## src/core/sebl_defs.svh

```systemverilog
// Constants of the coefficient boot loader: offsets, fields, resets, timing.
// Assumes a 200 MHz system clock; included by bare name from core/.
`ifndef SEBL_DEFS_SVH
`define SEBL_DEFS_SVH

// Register offsets on the control port
`define SEBL_OFS_GAIN      8'h54
`define SEBL_OFS_SCLK      8'h55
`define SEBL_OFS_CTRL      8'h56
`define SEBL_OFS_OPCODE    8'h57
`define SEBL_OFS_ADDR_HI   8'h58
`define SEBL_OFS_ADDR_MID  8'h59
`define SEBL_OFS_ADDR_LO   8'h5A
`define SEBL_OFS_STATUS    8'h5B
`define SEBL_OFS_BIQUAD    8'h5C
`define SEBL_OFS_SUPPLY    8'h5E

// Field positions in boot_loader_ctrl
`define SEBL_CTL_SRC       0
`define SEBL_CTL_LSB       1
`define SEBL_CTL_EDGE      2
`define SEBL_CTL_WIDE      5
// Field positions in boot_load_status
`define SEBL_STS_DONE      0
`define SEBL_STS_CRC       1

// Reset values
`define SEBL_RST_ZERO      8'h00
`define SEBL_RST_OPCODE    8'h03

// Timing: clock period and serial clock half periods, in ns
`define SEBL_CLK_NS        5
`define SEBL_HALF_NS_0     400
`define SEBL_HALF_NS_1     200
`define SEBL_HALF_NS_2     100
`define SEBL_HALF_NS_3     50
`define SEBL_HALF_CYC(ns)  ((ns) / `SEBL_CLK_NS)

// Coefficient image and check, gain step and FIFO depth
`define SEBL_IMAGE_BYTES   16'd64
`define SEBL_CRC_POLY      8'h07
`define SEBL_GAIN_TENTHS   8'd5
`define SEBL_FIFO_DEPTH    32

`endif

```

## src/core/sebl_pkg.sv

```systemverilog
// Types shared by the coefficient boot loader.
// Assumes nothing beyond a SystemVerilog compiler.
package sebl_pkg;

  // Serial master pins, all driven by the loader
  typedef struct packed {
    logic cs_n;
    logic sck;
    logic mosi;
  } sebl_spi_t;

  // One access on the register port
  typedef struct packed {
    logic       wr;
    logic       rd;
    logic [7:0] addr;
    logic [7:0] wdata;
  } sebl_reg_req_t;

  // Load sequencer states, one-hot
  typedef enum logic [5:0] {
    ST_IDLE = 6'h01,
    ST_LEAD = 6'h02,
    ST_BYTE = 6'h04,
    ST_POST = 6'h08,
    ST_WAIT = 6'h10,
    ST_DONE = 6'h20
  } sebl_state_t;

endpackage

```

## src/core/sebl_loader.sv

```systemverilog
// Coefficient boot loader: register file, serial master, image FIFO.
// Assumes register port and host stream on the system clock;
// the serial data input comes from an external EEPROM.
`include "sebl_defs.svh"

// Coefficient buffer between loader or host and the DSP.
// Depth must be a power of two; flags are registered.
module sebl_fifo #(
  parameter int W = 8,
  parameter int D = 32
) (
  // Clock and reset
  input  wire logic         clock,
  input  wire logic         rst,
  // Filling side
  input  wire logic         in_valid,
  output logic              in_ready,
  input  wire logic [W-1:0] in_data,
  // Draining side
  output logic              out_valid,
  input  wire logic         out_ready,
  output logic [W-1:0]      out_data
);
  localparam int AW = $clog2(D);

  logic [W-1:0] mem [D];    // Storage words
  logic [AW-1:0] wr_ptr_r;  // Next slot to write
  logic [AW-1:0] rd_ptr_r;  // Next slot to read
  logic [AW:0]   cnt_r;     // Words held
  logic [AW:0]   cnt_nxt;
  logic          push;
  logic          pop;

  assign push = in_valid & in_ready;
  assign pop  = out_valid & out_ready;
  assign cnt_nxt = cnt_r + {{AW{1'b0}}, push} - {{AW{1'b0}}, pop};
  assign out_data = mem[rd_ptr_r];

  // Storage writes need no reset
  always_ff @(posedge clock) begin
    if (push) begin
      mem[wr_ptr_r] <= in_data;
    end
  end

  // Pointers, count and flags; flags look ahead so they never lag
  always_ff @(posedge clock or posedge rst) begin
    if (rst) begin
      wr_ptr_r  <= '0;
      rd_ptr_r  <= '0;
      cnt_r     <= '0;
      in_ready  <= 1'b1;
      out_valid <= 1'b0;
    end else begin
      wr_ptr_r  <= wr_ptr_r + AW'(push);
      rd_ptr_r  <= rd_ptr_r + AW'(pop);
      cnt_r     <= cnt_nxt;
      in_ready  <= cnt_nxt != (AW + 1)'(D);
      out_valid <= cnt_nxt != '0;
    end
  end
endmodule

module sebl_loader
  import sebl_pkg::*;
(
  // Clock and reset
  input  wire logic          clock,
  input  wire logic          rst,
  // Register port
  input  wire sebl_reg_req_t reg_req,
  output logic [7:0]         reg_rdata,
  // Supply voltage sample from the converter
  input  wire logic [7:0]    supply_sample,
  // Serial master pins
  output sebl_spi_t          spi,
  input  wire logic          spi_miso,
  // Host coefficient stream
  input  wire logic          host_coef_valid,
  input  wire logic [7:0]    host_coef_data,
  output logic               host_coef_ready,
  // Coefficient stream toward the DSP
  output logic               coef_valid,
  input  wire logic          coef_ready,
  output logic [7:0]         coef_data,
  // Control levels toward the analog and DSP sides
  output logic [4:0]         analog_gain_code,
  output logic [7:0]         gain_atten_tenths,
  output logic               biquad_first_coef_marker,
  output logic               load_busy
);

  // Software registers
  logic [7:0] gain_r;      // analog_gain_ctrl
  logic [7:0] sclk_r;      // serial_clock_select
  logic [7:0] ctrl_r;      // boot_loader_ctrl
  logic [7:0] opcode_r;    // boot_read_opcode
  logic [7:0] addr_hi_r;   // boot_start_addr_high
  logic [7:0] addr_mid_r;  // boot_start_addr_middle
  logic [7:0] addr_lo_r;   // boot_start_addr_low
  logic [7:0] biquad_r;    // biquad_write_ctrl
  logic [7:0] supply_r;    // supply_voltage_reading
  logic       done_r;      // Load finished flag
  logic       crc_err_r;   // Load check failed flag

  // Sequencer state
  sebl_state_t state_r;
  logic [7:0]  div_r;      // Half period divider
  logic [3:0]  tick_r;     // Half periods within a byte
  logic [15:0] idx_r;      // Byte index in the transaction
  logic [7:0]  tx_r;       // Outgoing shift register
  logic [7:0]  rx_r;       // Incoming shift register
  logic [7:0]  crc_r;      // Running check over the image
  logic        push_r;     // Received byte offered to the FIFO
  logic        start;      // Software asked for a load
  logic        tick;       // Half period elapsed
  logic        rising;     // This tick raises the serial clock
  logic        launch;     // This tick moves the data line
  logic [2:0]  hdr_len;    // Opcode plus address bytes
  logic [15:0] total_len;  // Whole transaction length
  logic        is_data;    // Current byte belongs to the image

  // Input synchroniser for the EEPROM data line
  logic miso_s1_r;
  logic miso_s2_r;

  // FIFO wiring
  logic       fifo_in_valid;
  logic       fifo_in_ready;
  logic [7:0] fifo_in_data;

  // Half period in system cycles for a rate code
  function automatic logic [7:0] half_cyc(input logic [1:0] code);
    unique case (code)
      2'h0: half_cyc = 8'(`SEBL_HALF_CYC(`SEBL_HALF_NS_0));
      2'h1: half_cyc = 8'(`SEBL_HALF_CYC(`SEBL_HALF_NS_1));
      2'h2: half_cyc = 8'(`SEBL_HALF_CYC(`SEBL_HALF_NS_2));
      2'h3: half_cyc = 8'(`SEBL_HALF_CYC(`SEBL_HALF_NS_3));
    endcase
  endfunction

  // Bit that goes out next, by bit order
  function automatic logic cur_bit(input logic [7:0] v, input logic lsb);
    cur_bit = lsb ? v[0] : v[7];
  endfunction

  // Advance the outgoing register by one bit
  function automatic logic [7:0] shift_tx(input logic [7:0] v, input logic lsb);
    shift_tx = lsb ? {1'b0, v[7:1]} : {v[6:0], 1'b0};
  endfunction

  // One byte step of the image check
  function automatic logic [7:0] crc8(input logic [7:0] c, input logic [7:0] d);
    logic [7:0] x;
    x = c ^ d;
    for (int i = 0; i < 8; i++) begin
      x = x[7] ? ((x << 1) ^ `SEBL_CRC_POLY) : (x << 1);
    end
    crc8 = x;
  endfunction

  // Header byte by position; the narrow form skips the high byte
  function automatic logic [7:0] hdr_byte(input logic [15:0] i, input logic wide);
    logic [2:0] p;
    p = (i > 16'd3) ? 3'd4 : (wide || i == 16'd0) ? i[2:0] : 3'(i[2:0] + 3'd1);
    unique case (p)
      3'd0:    hdr_byte = opcode_r;
      3'd1:    hdr_byte = addr_hi_r;
      3'd2:    hdr_byte = addr_mid_r;
      3'd3:    hdr_byte = addr_lo_r;
      default: hdr_byte = 8'h00;       // Dummy bytes while reading
    endcase
  endfunction

  // Transaction shape
  assign hdr_len   = ctrl_r[`SEBL_CTL_WIDE] ? 3'd4 : 3'd3;
  assign total_len = {13'd0, hdr_len} + `SEBL_IMAGE_BYTES;
  assign is_data   = idx_r >= {13'd0, hdr_len};
  assign start     = reg_req.wr && reg_req.addr == `SEBL_OFS_CTRL
                     && reg_req.wdata[`SEBL_CTL_SRC] && !ctrl_r[`SEBL_CTL_SRC];
  assign tick      = div_r == half_cyc(sclk_r[1:0]) - 8'd1;
  assign rising    = !spi.sck;
  assign launch    = rising ^ ctrl_r[`SEBL_CTL_EDGE];

  // Two flops before anything reads the data line
  always_ff @(posedge clock or posedge rst) begin
    if (rst) begin
      miso_s1_r <= 1'b0;
      miso_s2_r <= 1'b0;
    end else begin
      miso_s1_r <= spi_miso;
      miso_s2_r <= miso_s1_r;
    end
  end

  // Software register writes
  always_ff @(posedge clock or posedge rst) begin
    if (rst) begin
      gain_r     <= `SEBL_RST_ZERO;
      sclk_r     <= `SEBL_RST_ZERO;
      ctrl_r     <= `SEBL_RST_ZERO;
      opcode_r   <= `SEBL_RST_OPCODE;
      addr_hi_r  <= `SEBL_RST_ZERO;
      addr_mid_r <= `SEBL_RST_ZERO;
      addr_lo_r  <= `SEBL_RST_ZERO;
      biquad_r   <= `SEBL_RST_ZERO;
    end else if (reg_req.wr) begin
      unique case (reg_req.addr)
        `SEBL_OFS_GAIN:     gain_r     <= reg_req.wdata;
        `SEBL_OFS_SCLK:     sclk_r     <= reg_req.wdata;
        `SEBL_OFS_CTRL:     ctrl_r     <= reg_req.wdata;
        `SEBL_OFS_OPCODE:   opcode_r   <= reg_req.wdata;
        `SEBL_OFS_ADDR_HI:  addr_hi_r  <= reg_req.wdata;
        `SEBL_OFS_ADDR_MID: addr_mid_r <= reg_req.wdata;
        `SEBL_OFS_ADDR_LO:  addr_lo_r  <= reg_req.wdata;
        `SEBL_OFS_BIQUAD:   biquad_r   <= reg_req.wdata;
        default:            ;  // Read-only and unmapped writes are dropped
      endcase
    end
  end

  // Supply reading is sampled every cycle; it is same-domain logic
  always_ff @(posedge clock or posedge rst) begin
    if (rst) begin
      supply_r <= `SEBL_RST_ZERO;
    end else begin
      supply_r <= supply_sample;
    end
  end

  // Read data, registered; unmapped offsets read zero
  always_ff @(posedge clock or posedge rst) begin
    if (rst) begin
      reg_rdata <= 8'h00;
    end else if (reg_req.rd) begin
      unique case (reg_req.addr)
        `SEBL_OFS_GAIN:     reg_rdata <= gain_r;
        `SEBL_OFS_SCLK:     reg_rdata <= sclk_r;
        `SEBL_OFS_CTRL:     reg_rdata <= ctrl_r;
        `SEBL_OFS_OPCODE:   reg_rdata <= opcode_r;
        `SEBL_OFS_ADDR_HI:  reg_rdata <= addr_hi_r;
        `SEBL_OFS_ADDR_MID: reg_rdata <= addr_mid_r;
        `SEBL_OFS_ADDR_LO:  reg_rdata <= addr_lo_r;
        `SEBL_OFS_STATUS:   reg_rdata <= {6'h00, crc_err_r, done_r};
        `SEBL_OFS_BIQUAD:   reg_rdata <= biquad_r;
        `SEBL_OFS_SUPPLY:   reg_rdata <= supply_r;
        default:            reg_rdata <= 8'h00;
      endcase
    end
  end

  // Gain decode: attenuation grows by half a dB per code step
  always_ff @(posedge clock or posedge rst) begin
    if (rst) begin
      analog_gain_code  <= 5'h00;
      gain_atten_tenths <= 8'h00;
    end else begin
      analog_gain_code  <= gain_r[4:0];
      gain_atten_tenths <= 8'(gain_r[4:0] * `SEBL_GAIN_TENTHS);
    end
  end

  // Marker level toward the DSP write logic
  always_ff @(posedge clock or posedge rst) begin
    if (rst) begin
      biquad_first_coef_marker <= 1'b0;
    end else begin
      biquad_first_coef_marker <= biquad_r[0];
    end
  end

  // Load sequencer; a new start is ignored while a load runs
  always_ff @(posedge clock or posedge rst) begin
    if (rst) begin
      state_r <= ST_IDLE;
    end else begin
      unique case (state_r)
        ST_IDLE: if (start) state_r <= ST_LEAD;
        ST_LEAD: if (tick) state_r <= ST_BYTE;
        ST_BYTE: if (tick && tick_r == 4'hF) state_r <= ST_POST;
        ST_POST: state_r <= (idx_r == total_len - 16'd1) ? ST_DONE : ST_WAIT;
        // Room is judged only once the pending push has landed, else a byte is lost
        ST_WAIT: if (!is_data || (fifo_in_ready && !push_r)) state_r <= ST_BYTE;
        ST_DONE: if (tick) state_r <= ST_IDLE;
      endcase
    end
  end

  // Half period divider, runs only while the clock is needed
  always_ff @(posedge clock or posedge rst) begin
    if (rst) begin
      div_r <= 8'h00;
    end else if (state_r inside {ST_LEAD, ST_BYTE, ST_DONE} && !tick) begin
      div_r <= div_r + 8'd1;
    end else begin
      div_r <= 8'h00;
    end
  end

  // Chip select frames the whole transaction
  always_ff @(posedge clock or posedge rst) begin
    if (rst) begin
      spi.cs_n <= 1'b1;
    end else if (start && state_r == ST_IDLE) begin
      spi.cs_n <= 1'b0;
    end else if (state_r == ST_DONE && tick) begin
      spi.cs_n <= 1'b1;
    end
  end

  // Serial clock: idles low, sixteen toggles per byte
  always_ff @(posedge clock or posedge rst) begin
    if (rst) begin
      spi.sck <= 1'b0;
      tick_r  <= 4'h0;
    end else if (state_r == ST_BYTE && tick) begin
      spi.sck <= !spi.sck;
      tick_r  <= tick_r + 4'h1;
    end
  end

  // Byte index counts opcode, address, then image bytes
  always_ff @(posedge clock or posedge rst) begin
    if (rst) begin
      idx_r <= 16'h0000;
    end else if (state_r == ST_IDLE) begin
      idx_r <= 16'h0000;
    end else if (state_r == ST_POST) begin
      idx_r <= idx_r + 16'd1;
    end
  end

  // Data out: load each byte before its first launch edge.
  // When data moves on falling edges the first bit goes out at load.
  always_ff @(posedge clock or posedge rst) begin
    if (rst) begin
      tx_r     <= 8'h00;
      spi.mosi <= 1'b0;
    end else if ((state_r == ST_LEAD && tick)
                 || (state_r == ST_WAIT && (!is_data || (fifo_in_ready && !push_r)))) begin
      if (ctrl_r[`SEBL_CTL_EDGE]) begin
        spi.mosi <= cur_bit(hdr_byte(idx_r, ctrl_r[`SEBL_CTL_WIDE]), ctrl_r[`SEBL_CTL_LSB]);
        tx_r     <= shift_tx(hdr_byte(idx_r, ctrl_r[`SEBL_CTL_WIDE]), ctrl_r[`SEBL_CTL_LSB]);
      end else begin
        tx_r     <= hdr_byte(idx_r, ctrl_r[`SEBL_CTL_WIDE]);
      end
    end else if (state_r == ST_BYTE && tick && launch && tick_r != 4'hF) begin
      spi.mosi <= cur_bit(tx_r, ctrl_r[`SEBL_CTL_LSB]);
      tx_r     <= shift_tx(tx_r, ctrl_r[`SEBL_CTL_LSB]);
    end
  end

  // Data in: capture on the edge opposite the launch edge
  always_ff @(posedge clock or posedge rst) begin
    if (rst) begin
      rx_r <= 8'h00;
    end else if (state_r == ST_BYTE && tick && !launch) begin
      rx_r <= ctrl_r[`SEBL_CTL_LSB] ? {miso_s2_r, rx_r[7:1]}
                                     : {rx_r[6:0], miso_s2_r};
    end
  end

  // Image bytes go to the FIFO for one cycle; room was checked earlier
  always_ff @(posedge clock or posedge rst) begin
    if (rst) begin
      push_r <= 1'b0;
    end else begin
      push_r <= state_r == ST_POST && is_data;
    end
  end

  // Running check; the image ends in its own check byte, so a clean
  // load leaves zero behind
  always_ff @(posedge clock or posedge rst) begin
    if (rst) begin
      crc_r <= 8'h00;
    end else if (start && state_r == ST_IDLE) begin
      crc_r <= 8'h00;
    end else if (state_r == ST_POST && is_data) begin
      crc_r <= crc8(crc_r, rx_r);
    end
  end

  // Status flags cleared by a new load; when the frame closes done is set and the check flag shows crc_r != 0
  always_ff @(posedge clock or posedge rst) begin
    if (rst) begin
      done_r    <= 1'b0;
      crc_err_r <= 1'b0;
    end else if (start && state_r == ST_IDLE) begin
      done_r    <= 1'b0;
      crc_err_r <= 1'b0;
    end else if (state_r == ST_DONE && tick) begin
      done_r    <= 1'b1;
      crc_err_r <= crc_r != 8'h00;
    end
  end

  // Busy level for the DSP side
  always_ff @(posedge clock or posedge rst) begin
    if (rst) begin
      load_busy <= 1'b0;
    end else begin
      load_busy <= state_r != ST_IDLE || start;
    end
  end

  // Source select: the host stream feeds the FIFO only while clear.
  // The host ready is gated so host words are never taken in EEPROM mode.
  assign fifo_in_valid   = ctrl_r[`SEBL_CTL_SRC] ? push_r : host_coef_valid;
  assign fifo_in_data    = ctrl_r[`SEBL_CTL_SRC] ? rx_r : host_coef_data;
  assign host_coef_ready = fifo_in_ready && !ctrl_r[`SEBL_CTL_SRC];

  // Coefficient buffer toward the DSP
  sebl_fifo #(
    .W (8),
    .D (`SEBL_FIFO_DEPTH)
  ) u_fifo (
    .clock     (clock),
    .rst       (rst),
    .in_valid  (fifo_in_valid),
    .in_ready  (fifo_in_ready),
    .in_data   (fifo_in_data),
    .out_valid (coef_valid),
    .out_ready (coef_ready),
    .out_data  (coef_data)
  );

endmodule

```

## config.mk

```make
export PLATFORM = sky130hd
export DESIGN_NAME = sebl_loader
export DESIGN_NICKNAME = d
export VERILOG_FILES = /design/src/core/sebl_pkg.sv /design/src/core/sebl_loader.sv
export VERILOG_INCLUDE_DIRS = /design/src /design/src/core
export SDC_FILE = /design/constraint.sdc
export NUM_CORES = 1
export LEC_CHECK = 0
export ABC_AREA = 1
export BUFFER_PORTS_ARGS = -buffer_cell sky130_fd_sc_hd__clkbuf_2
export CORE_AREA = 3 3 241 243
export DETAILED_ROUTE_END_ITERATION = 12
export DIE_AREA = 0 0 244 246
export SLEW_MARGIN = 20
export SYNTH_ARGS = -nofsm -noshare
export SYNTH_HDL_FRONTEND = slang
export SYNTH_HIERARCHICAL = 1
export SYNTH_SLANG_ARGS = --single-unit
```

## constraint.sdc

```tcl
create_clock -name clock -period 5.7 [get_ports clock]
set_input_delay 0.57 -clock clock [delete_from_list [all_inputs] [get_ports clock]]
set_output_delay 0.57 -clock clock [all_outputs]
set_load 0.03 [all_outputs]
```

==> metrics.txt <==
status=finished, final reports clean; CTS hold repair buffers=1; hold path endpoint=supply_r[2]$_DFF_PP0_; unrepaired setup endpoints after global routing=false; Die Height=246 µm; PD cells=420 nW/µm²; share of the synthesized area in the top cell type=39.4%; DRT Pass-1 Iters=5; Max Buffers Root-to-Sink=3; WL per Instance=17.9 µm; Final Cell Area=22100 µm²; htree depth=2; Die ar.=60000 µm²; CP required=5130 ps; footprint of the multi-input gates=6610 µm²; final core occ=39.3%; Final Hold Viols=0; fin crit period=4050 ps; vias in the first global route=13800; largest family of logic cells by synthesized area=simple AND/OR/NAND/NOR gates; chip width=244 µm; most area-consuming cells after synthesis=edfxtp_1 39%, dfrtp_1 22%, nand2_1 12%, nand3_1 7.4%, o21ai_0 2.7%; hold path depth=1; Mapped Area=19500 µm²; Flop pwr share=40.3%; Num Clock Sinks=433; xor/xnor share of the synthesized area=1.93%; Worst Max-Slew Pin Slew=1020 ps; antenna violations before repair=1; largest net degree at the start of global routing=94; via count=14200; Total Power=9290 µW; I/O pin cnt=75; GRT Util Overall=16.7%; Rel. slew slack=31.7%; Fillers=5534; NumNets Final=2094; RR Startpoint=ctrl_r[0]$_DFFE_PP0P_; gpl congestion=0.911; cell breakdown of the critical path=clkinv_2 > buf_12 > nand2_1 > nand3_1 > nand3_1 > nand2_1 > nand2_1 > nand2_1 > nand2_1 > nand2_1 > clkbuf_2; register area share after synthesis=62.1%; maximum fanout along the worst path=53; Syn Nets=2035; Synth Area in Adders=2.06%; FP Rows=87; GR Overflow Total=0; R2R depth=14; vias per cell=5.03; first-pass GRT wire length=79100 µm; Area growth syn-to-layout=13.2%; DRC viols=0; CP dominant cell by count=nand2_1; worst hold start=supply_sample[2]; CTS root buffer=clkbuf_16; flops & latches, synth=433; average cell area after synthesis=9.94 µm²; slowest CP cell=clkinv_2; post-route insts no fill=2817; post-synthesis simple-gate area fraction=24.0%; multiplexer area fraction after synthesis=0.519%; WL final=50500 µm; Hold Path Class=primary input to register; placed cell count=2731; register area=12100 µm²; final HPWL from detailed placement=32900 µm; Clock power frac=32.1%; Worst Path Arrival=3480 ps; Yosys warning count=6; worst r2r dst=u_fifo/out_valid$_DFF_PP0_; internal power=6010 µW; Setup CP Type=register to primary output; Peak VDD IR=0.000304 V; CTS Buf Count=46; Sw Ratio=35.3%; Setup Buffers After CTS=0; Reg2Reg Setup Slack=2570 ps; # resized after CTS=0; Comb pwr share=27.6%; crit-path max cell delay=710 ps; initial DRC count=1204; Fin Setup TNS=0 ps; top achievable clock speed=247 MHz; post-synthesis compound-gate area fraction=5.30%; Post-Synthesis Cells=1965; Psw=3280 µW; Initial Util=34.8%; Clock Pin Slew Worst Setup and Hold Paths=60 ps; Buffers on Ports=74; startpoint types=register; Tcrit/Tclk final=71.0%; Slew Viols, Final=0; fraction of layout cells with a size suffix above 1=9.70%; Setup Skew=33.3 ps; DRT antenna net count=0; DP Area=20600 µm²; library cells used by synthesis=56; post-synth top area cell=edfxtp_1; crit path capture type=primary output; Max Cap Viol=0; Setup Viol. Count Final=0; Leak=0.00921 µW; Worst-Skew Late Latency=600 ps; diode count=0; CTS tree=done; core area=56200 µm²
==> critical path: cells and delay by family (launching register included) <==
kind          cells  cell delay (ps)
simple gates      8              770
flops             1              680
buf+inv           3             1350
==> layout by cell type (no fill, tap or decap), drive strengths merged, types with 4 or more instances in the layout <==
cell / n
a221oi: 11
inv: 109
o22ai: 9
mux2i: 9
xnor2: 15
clkinv: 19
nor2: 96
dfstp: 5
bufinv: 5
nand2: 626
nor3: 22
dfrtp: 172
edfxtp: 256
nor4: 8
a21oi: 26
o21ai: 116
clkbuf: 138
or2: 4
nand3: 291
nand4: 24
buf: 12
xor2: 28
ha: 29
==> registers in the layout (all words and copies together), names as in the netlist, 3 cells and up <==
signal / flops
u_fifo/mem: 256
idx_r: 16
addr_hi_r: 8
addr_lo_r: 8
addr_mid_r: 8
biquad_r: 8
crc_r: 8
ctrl_r: 8
div_r: 8
gain_atten_tenths: 8
gain_r: 8
opcode_r: 8
reg_rdata: 8
rx_r: 8
sclk_r: 8
supply_r: 8
tx_r: 8
state_r: 6
u_fifo/cnt_r: 6
u_fifo/rd_ptr_r: 5
u_fifo/wr_ptr_r: 5
tick_r: 4
analog_gain_code: 3
spi: 3
==> worst max path at each step <==
stage                            startpoint                  endpoint  slack (ps)  cells past startpoint
2_1_floorplan                           rst  addr_hi_r[0]$_DFFE_PP0P_         850                      1
3_3_place_gp   u_fifo/rd_ptr_r[0]$_DFF_PP0_              coef_data[0]        2320                     11
3_5_place_dp   u_fifo/rd_ptr_r[0]$_DFF_PP0_              coef_data[0]        2300                     11
4_1_cts        u_fifo/rd_ptr_r[0]$_DFF_PP0_              coef_data[0]        1640                     11
5_1_grt        u_fifo/rd_ptr_r[0]$_DFF_PP0_              coef_data[5]        1430                     11
6_report       u_fifo/rd_ptr_r[0]$_DFF_PP0_              coef_data[0]        1650                     11
==> metrics by stage <==
stage               setup slack [ps]  hold WS, ps
global route                    1430         69.2
detailed placement              2300          337
CTS                             1640         58.0
floorplan                        845          331
finish                          1650         87.7
global placement                2320          335
==> per-layer routing <==
| layer | share of wire [%] | global-route usage [%] | up-vias |
|---|---|---|---|
| li1 | - | - | 6824 |
| met1 | 42 | 21.2 | 6843 |
| met2 | 50 | 29.1 | 419 |
| met3 | 5.3 | 2.64 | 78 |
| met4 | 2.6 | 5.66 | 0 |
| met5 | 0 | 0 | - |
==> power by group through the flow <==
stage	sequential [µW]	clock, µW	combinational [µW]
global placement	3800	0	2540
CTS	3750	3060	2580
detailed placement	3810	0	2570
floorplan	3710	0	1870
finish	3750	2980	2570
global route	3770	3190	2870
==> synth_stat cells, drive strengths merged <==
cell,count
xnor2,15
o21ai,116
ha,29
o2111ai,1
a21boi,1
clkinv,5
buf,46
inv,109
nand3,291
a21oi,26
a221oi,11
nand3b,3
nor3,22
clkbuf,30
o31ai,2
mux2,1
o21a,3
nor2,96
o211ai,3
dfstp,5
o22ai,9
mux2i,9
a31o,1
dfrtp,172
nand2,626
a22o,2
nor3b,2
a21o,2
edfxtp,256
a41oi,1
or2,4
xor2,28
and3,2
nand4,24
a32o,2
nor4,8
fa,2
==> cell families (layout without fill, tap and decap cells) <==
group | count (synthesis) | after routing
mux | 10 | 10
xor+xnor | 43 | 43
simple gates | 1078 | 1078
flops | 433 | 433
fa+ha+maj | 31 | 31
buf+inv | 190 | 286
compound gates | 180 | 180
==> final cells by class <==
cell class | instances | area share, %
inverter | 114 | 1.99
timing repair buffer | 87 | 2.19
clock inverter | 21 | 1.18
sequential | 433 | 54.9
multi-input combinational | 1342 | 29.9
clock buffer | 64 | 5.56
tap | 756 | 4.28
Note: power is estimated with default switching activity, not from simulation.
